==> config.mk <==
export PLATFORM = sky130hd
export DESIGN_NAME = regulator_voltage_registers
export DESIGN_NICKNAME = d
export VERILOG_FILES = /design/src/regulator_voltage_pkg.sv /design/src/regulator_voltage_registers.sv /design/src/voltage_decoder.sv
export VERILOG_INCLUDE_DIRS = /design/src
export SDC_FILE = /design/constraint.sdc
export NUM_CORES = 1
export LEC_CHECK = 0
export ABC_CLOCK_PERIOD_IN_PS = 9300
export BUFFER_PORTS_ARGS = -buffer_cell sky130_fd_sc_hd__buf_4
export CORE_UTILIZATION = 64
export DETAILED_ROUTE_END_ITERATION = 8
export GPL_ROUTABILITY_DRIVEN = 0
export PLACE_DENSITY_LB_ADDON = 0.12
export REMOVE_ABC_BUFFERS = 1
export SETUP_SLACK_MARGIN = 0.4
export SLEW_MARGIN = 0
export SYNTH_ARGS = -nofsm -noshare
export SYNTH_HDL_FRONTEND = slang
export SYNTH_SLANG_ARGS = --single-unit
==> constraint.sdc <==
create_clock -name clk -period 9.3 [get_ports clk]
set_clock_uncertainty 0.1 [all_clocks]
set_input_delay 2.79 -clock clk [delete_from_list [all_inputs] [get_ports clk]]
set_output_delay 2.79 -clock clk [all_outputs]
set_load 0.01 [all_outputs]
==> src/regulator_voltage_defines.svh <==
// Offsets, reset values and field positions of the regulator voltage registers
`ifndef REGULATOR_VOLTAGE_DEFINES_SVH
`define REGULATOR_VOLTAGE_DEFINES_SVH
`define REG_A_VOLTAGE_ADDR   8'h06
`define REG_B_VOLTAGE_ADDR   8'h07
`define DUTY_FLOOR_LOW_ADDR  8'h08
`define REG_A_VOLTAGE_RESET  6'h24
`define REG_B_VOLTAGE_RESET  6'h10
`define DUTY_FLOOR_RESET     8'hFF
`define CODE_MSB             5
`define CODE_WIDTH           6
`define LOW_RANGE_LAST       6'h1F
`define MID_RANGE_LAST       6'h3C
`define LOW_BASE_MV          12'h320
`define LOW_STEP_MV          12'h019
`define MID_BASE_MV          12'h640
`define MID_STEP_MV          12'h032
`define TOP_BASE_MV          12'hC1C
`define TOP_STEP_MV          12'h064
`define UP_STEP_PERCENT      8'h08
`endif

==> src/regulator_voltage_pkg.sv <==
// Types shared by the regulator voltage register slice
package regulator_voltage_pkg;
	typedef logic [5:0]  voltage_code_t;
	typedef logic [11:0] millivolt_t;
	typedef logic [7:0]  reg_byte_t;
	typedef enum logic [1:0] {
		ACC_IDLE,
		ACC_WRITE,
		ACC_READ
	} access_t;
endpackage

==> src/regulator_voltage_registers.sv <==
// Regulator A/B voltage code registers and read-only duty floor low byte
`timescale 1ns/1ps
`include "regulator_voltage_defines.svh"
module regulator_voltage_registers (
	// Clock and reset
	input  wire logic                                 clk,
	input  wire logic                                 rst,
	// Register access from the serial interface
	input  wire logic                                 wr_en,
	input  wire logic                                 rd_en,
	input  wire regulator_voltage_pkg::reg_byte_t     addr,
	input  wire regulator_voltage_pkg::reg_byte_t     wr_data,
	output      regulator_voltage_pkg::reg_byte_t     rd_data,
	output      logic                                 rd_valid,
	// OTP defaults and lockout
	input  wire logic                                 undervoltage_lockout,
	input  wire regulator_voltage_pkg::voltage_code_t otp_regulator_a_code,
	input  wire regulator_voltage_pkg::voltage_code_t otp_regulator_b_code,
	input  wire regulator_voltage_pkg::reg_byte_t     otp_duty_floor_low,
	input  wire logic                                 voltage_lock,
	// Power-good monitoring
	input  wire logic                                 regulator_a_running,
	input  wire logic                                 regulator_b_running,
	input  wire logic                                 power_good_fault,
	// Outputs to the analog and PWM blocks
	output      regulator_voltage_pkg::voltage_code_t regulator_a_voltage_code,
	output      regulator_voltage_pkg::voltage_code_t regulator_b_voltage_code,
	output      regulator_voltage_pkg::millivolt_t    regulator_a_millivolts,
	output      regulator_voltage_pkg::millivolt_t    regulator_b_millivolts,
	output      regulator_voltage_pkg::reg_byte_t     duty_floor_low_bits,
	output      logic                                 step_violation,
	output      logic                                 device_reset_req
);
	import regulator_voltage_pkg::*;

	typedef struct packed {
		voltage_code_t code_a_r;
		voltage_code_t code_b_r;
		reg_byte_t     floor_r;
		reg_byte_t     rd_data_r;
		logic          rd_valid_r;
		logic          step_viol_r;
		logic          dev_rst_r;
		logic          reload_r;
	} regs_state_t;

	regs_state_t st_r;
	regs_state_t st_nxt;
	access_t     acc;

	// True when the new code's millivolts exceed the old code's by more than the allowed percentage
	function automatic logic step_too_large(input voltage_code_t old_c, input voltage_code_t new_c);
		// Wide enough for the top code times 108 percent without wrapping
		logic [19:0] old_v;
		logic [19:0] new_v;
		old_v = {8'h00, code_to_mv(old_c)};
		new_v = {8'h00, code_to_mv(new_c)};
		step_too_large = (new_v * 20'h00064) >
			(old_v * (20'h00064 + {12'h000, `UP_STEP_PERCENT}));
	endfunction

	function automatic millivolt_t code_to_mv(input voltage_code_t c);
		millivolt_t e;
		e = {6'h00, c};
		if (c <= `LOW_RANGE_LAST) begin
			code_to_mv = 12'(`LOW_BASE_MV + e * `LOW_STEP_MV);
		end else if (c <= `MID_RANGE_LAST) begin
			code_to_mv = 12'(`MID_BASE_MV + (e - 12'h020) * `MID_STEP_MV);
		end else begin
			code_to_mv = 12'(`TOP_BASE_MV + (e - 12'h03D) * `TOP_STEP_MV);
		end
	endfunction

	always_comb begin
		if (wr_en) begin
			acc = ACC_WRITE;
		end else if (rd_en) begin
			acc = ACC_READ;
		end else begin
			acc = ACC_IDLE;
		end
	end

	always_comb begin
		st_nxt = st_r;
		st_nxt.rd_valid_r = 1'b0;
		st_nxt.step_viol_r = 1'b0;
		st_nxt.dev_rst_r = power_good_fault;
		st_nxt.reload_r = 1'b0;
		// Lockout reload has priority over any host access in the same cycle
		if (undervoltage_lockout) begin
			st_nxt.code_a_r = otp_regulator_a_code;
			st_nxt.code_b_r = otp_regulator_b_code;
			st_nxt.floor_r = otp_duty_floor_low;
			st_nxt.reload_r = 1'b1;
		end else begin
			case (acc)
				ACC_WRITE: begin
					// Spare bits 7:6 and register 08h are not writable
					if (addr == `REG_A_VOLTAGE_ADDR && !voltage_lock) begin
						st_nxt.code_a_r = wr_data[`CODE_MSB:0];
						st_nxt.step_viol_r = regulator_a_running &&
							step_too_large(st_r.code_a_r, wr_data[`CODE_MSB:0]);
					end else if (addr == `REG_B_VOLTAGE_ADDR && !voltage_lock) begin
						st_nxt.code_b_r = wr_data[`CODE_MSB:0];
						st_nxt.step_viol_r = regulator_b_running &&
							step_too_large(st_r.code_b_r, wr_data[`CODE_MSB:0]);
					end
				end
				ACC_READ: begin
					st_nxt.rd_valid_r = 1'b1;
					if (addr == `REG_A_VOLTAGE_ADDR) begin
						st_nxt.rd_data_r = {2'b00, st_r.code_a_r};
					end else if (addr == `REG_B_VOLTAGE_ADDR) begin
						st_nxt.rd_data_r = {2'b00, st_r.code_b_r};
					end else if (addr == `DUTY_FLOOR_LOW_ADDR) begin
						st_nxt.rd_data_r = st_r.floor_r;
					end else begin
						st_nxt.rd_data_r = 8'h00;
					end
				end
				default: begin
				end
			endcase
		end
	end

	always_ff @(posedge clk or posedge rst) begin
		if (rst) begin
			st_r.code_a_r    <= `REG_A_VOLTAGE_RESET;
			st_r.code_b_r    <= `REG_B_VOLTAGE_RESET;
			st_r.floor_r     <= `DUTY_FLOOR_RESET;
			st_r.rd_data_r   <= 8'h00;
			st_r.rd_valid_r  <= 1'b0;
			st_r.step_viol_r <= 1'b0;
			st_r.dev_rst_r   <= 1'b0;
			st_r.reload_r    <= 1'b0;
		end else begin
			st_r <= st_nxt;
		end
	end

	assign rd_data                  = st_r.rd_data_r;
	assign rd_valid                 = st_r.rd_valid_r;
	assign regulator_a_voltage_code = st_r.code_a_r;
	assign regulator_b_voltage_code = st_r.code_b_r;
	assign duty_floor_low_bits      = st_r.floor_r;
	assign step_violation           = st_r.step_viol_r;
	assign device_reset_req         = st_r.dev_rst_r;

	voltage_decoder u_dec_a (
		.clk        (clk),
		.rst        (rst),
		.code       (st_r.code_a_r),
		.millivolts (regulator_a_millivolts)
	);

	voltage_decoder u_dec_b (
		.clk        (clk),
		.rst        (rst),
		.code       (st_r.code_b_r),
		.millivolts (regulator_b_millivolts)
	);
endmodule

==> src/voltage_decoder.sv <==
// Voltage code to millivolt decoder with registered output
`timescale 1ns/1ps
`include "regulator_voltage_defines.svh"
module voltage_decoder (
	// Clock and reset
	input  wire logic                                 clk,
	input  wire logic                                 rst,
	// Code in, millivolts out
	input  wire regulator_voltage_pkg::voltage_code_t code,
	output      regulator_voltage_pkg::millivolt_t    millivolts
);
	import regulator_voltage_pkg::*;

	typedef struct packed {
		millivolt_t mv_r;
	} dec_state_t;

	dec_state_t st_r;
	dec_state_t st_nxt;
	millivolt_t code_ext;

	assign code_ext   = {6'h00, code};
	assign millivolts = st_r.mv_r;

	// Three piecewise-linear ranges: 25 mV, 50 mV, then 100 mV steps
	always_comb begin
		st_nxt = st_r;
		if (code <= `LOW_RANGE_LAST) begin
			st_nxt.mv_r = 12'(`LOW_BASE_MV + code_ext * `LOW_STEP_MV);
		end else if (code <= `MID_RANGE_LAST) begin
			st_nxt.mv_r = 12'(`MID_BASE_MV + (code_ext - 12'h020) * `MID_STEP_MV);
		end else begin
			st_nxt.mv_r = 12'(`TOP_BASE_MV + (code_ext - 12'h03D) * `TOP_STEP_MV);
		end
	end

	always_ff @(posedge clk or posedge rst) begin
		if (rst) begin
			st_r <= '0;
		end else begin
			st_r <= st_nxt;
		end
	end
endmodule
==> results.cfg <==
[floorplanning]
die_y_microns = 145
die_w_microns = 145
row_count = 52
die_area_sq_um = 21200
ios = 100
start_util_pct = 65.1
core_area_sq_um = 20200

[synth]
synth_cell_types = 66
yosys_warnings = 0
ys_ff_latch = 55
synth-adder-area-share_pct = 44.2
syn_area_per_cell_sq_um = 8.83
synth_top_area_cell = ha_1
synthCells = 1493
ys_seq_area_share_pct = 10.5
yosys.area_share.xor_xnor_pct = 9.69
synth-simple-area-share_pct = 10.4
synth_top_area_share_pct = 32.4
async_reset_ff_share_pct = 100
synth_compound_area_share_pct = 16.0
synthMuxAreaShare_pct = 1.77
syn_area_sq_um = 13200
synth_edf_count = 0
yosys-top-cells-area = ha_1 32%, fa_1 12%, dfrtp_1 8.4%
synth_top_family_by_area = adder cells
ys.flop_type = dfrtp_1

[worst_setup_path]
reg2reg_to = step_violation$_DFF_PP0_
start_kind = input pin
worstSetupStartpoint = wr_data[1]
crit_cells = 35
reg2reg_slack_ps = 620
r2r-start = regulator_a_voltage_code[1]$_DFFE_PP0P_
arrival_ps = 9220
path_delay_family = adder cells
slowest_delay_ps = 490
endpoint_kind = flip-flop
crit_end = step_violation$_DFF_PP0_
required_ps = 9430
r2r_cells = 33
cpMostUsedCell = ha_4
critPathSlowestCell = fa_1
cp_max_fo = 4
worstSetupPathType = input pin to flip-flop
crit_buf_inv = 6

[routing]
drcViolationCount = 0
drt-initial-drc-count = 551
ant_nets = 0
vias = 11000
wl_per_cell_microns = 16.9
postRouteWirelength_mm = 32.5
dr.pass1.iters = 5
routed_via_density = 5.73

[sta]
timing.final.crit_share_pct = 97.7
clock.fmax_ghz = 0.110
drv_slew = 0
rsz0062_at_grt = true
slew_headroom_pct = 37.5
fin_crit_ps = 9080
tightest_slew_ps = 927
setup_ws_ps = 215
hold_violations = 0
finalSetupViolCount = 0

[worst_hold_path]
min-delay-start = rd_data[4]$_DFFE_PP0P_
hold_path.class = flip-flop to flip-flop

[cts]
htree_levels = 2
ctsHoldBuffers = 0
clock-root-buffer = clkbuf_16
cts_buffers = 5
clkLatencyLatePin_ps = 310
clkSinkCount = 55
clock_path_buffers = 2
cts_tree = built
clk_pin_slew_worst_paths_ps = 80

[finish]
final_cell_mix = 319 x ha_1, 227 x inv_1, 170 x buf_4, 100 x a21oi_1, 83 x nor2_1
areaGrowthSynthToFinish_pct = 17.4
fin_nets = 2114
layout-drive-gt1-share_pct = 17.6
antennaDiodeCount = 0
post-route-util_pct = 76.5
layout_commonest_cell = ha_1

[global_route]
antenna_found_initial = 0
grt_pass1_vias = 11000
globalRouteOverflowTotal = 0
grt_max_degree = 56
grt_pass1_wl_mm = 53.2
grt_usage_pct = 30.8

[placed_design]
hpwl_mm = 26.4
place_ws_ps = -548
port_buffers = 97

[outcome]
outcome = complete, no violations

[job]
drv_cap = 0
[tightest hold or removal path, delay by kind of cell (launching register included)]
kind | cells | cell delay (ps)
flip-flops | 1 | 350
AND/OR/NAND/NOR | 1 | 50
AO/OA/AOI/OAI | 1 | 100
[Yosys cell counts, drive strengths merged (9+ instances only)]
library cell / instances
xor2: 60
mux2: 10
nor2b: 16
o21a: 9
dfstp: 11
ha: 341
o21bai: 9
nor3: 11
mux2i: 12
and2: 11
or2: 10
fa: 78
xnor2: 78
inv: 231
a211oi: 30
nand3: 17
and3: 10
nor2: 85
nand2b: 11
nand2: 68
clkbuf: 18
a21o: 56
o21ai: 66
a21oi: 108
dfrtp: 44
[kinds of logic (layout without fill, tap and decap cells)]
| kind of cell | count (synthesis) | after routing |
|---|---|---|
| AO/OA/AOI/OAI | 326 | 326 |
| XOR/XNOR | 141 | 141 |
| adder cells (fa/ha/maj) | 419 | 419 |
| buffers and inverters | 255 | 413 |
| flip-flops | 55 | 55 |
| multiplexers | 22 | 22 |
| AND/OR/NAND/NOR | 275 | 275 |
[registers in the layout, indices dropped and copies added (netlist names)]
signal,count
rd_data,8
rd_valid,1
regulator_a_voltage_code,6
u_dec_b.millivolts,12
u_dec_a.millivolts,12
device_reset_req,1
step_violation,1
regulator_b_voltage_code,6
duty_floor_low_bits,8
[layout make-up]
class	count	area, sq um
Multi-Input combinational cell	1183	11300
Fill cell	1492	4760
Sequential cell	55	1390
Timing Repair Buffer	174	1330
Inverter	231	875
Tap cell	270	338
Clock buffer	5	125
Clock inverter	3	67.6
[how the worst min path moves through the flow]
stage	end	slack, ps	cells past startpoint
after floorplan	rd_data[6]$_DFFE_PP0P_	440	2
after global placement	rd_data[2]$_DFFE_PP0P_	430	2
after detailed placement	rd_data[4]$_DFFE_PP0P_	430	2
after CTS	rd_data[4]$_DFFE_PP0P_	440	2
after global routing	rd_data[7]$_DFFE_PP0P_	470	2
final	rd_data[4]$_DFFE_PP0P_	440	2
[repair_timing]
action                                  CTS  global route
pin swaps                                51            34
buffers inserted                          4             4
gates resized for setup                  54            38
endpoints found under the setup margin    1             1
[through the flow]
stage          hold WS, ps  TNS [ps]  std cells  area (sq um)
2_1_floorplan          436      -122       1469         13100
3_3_place_gp           425      -378       1905         14700
3_5_place_dp           429      -548       1905         14700
4_1_cts                444         0       1917         15200
5_1_grt                473     -50.2       1921         15500
6_report               437         0       1921         15500
[metal layers]
layer  track usage (%)  up-vias  part of all wire (%)
met3              2.98       39                   5.7
met2              52.3      300                    47
li1                  -     5433                     -
met1              42.4     5242                    45
met4              6.95        0                   1.6
met5                 0        -                     0
Power is not shown: default switching activity piles up to over one toggle a cycle in this logic, so the estimate is an artifact.
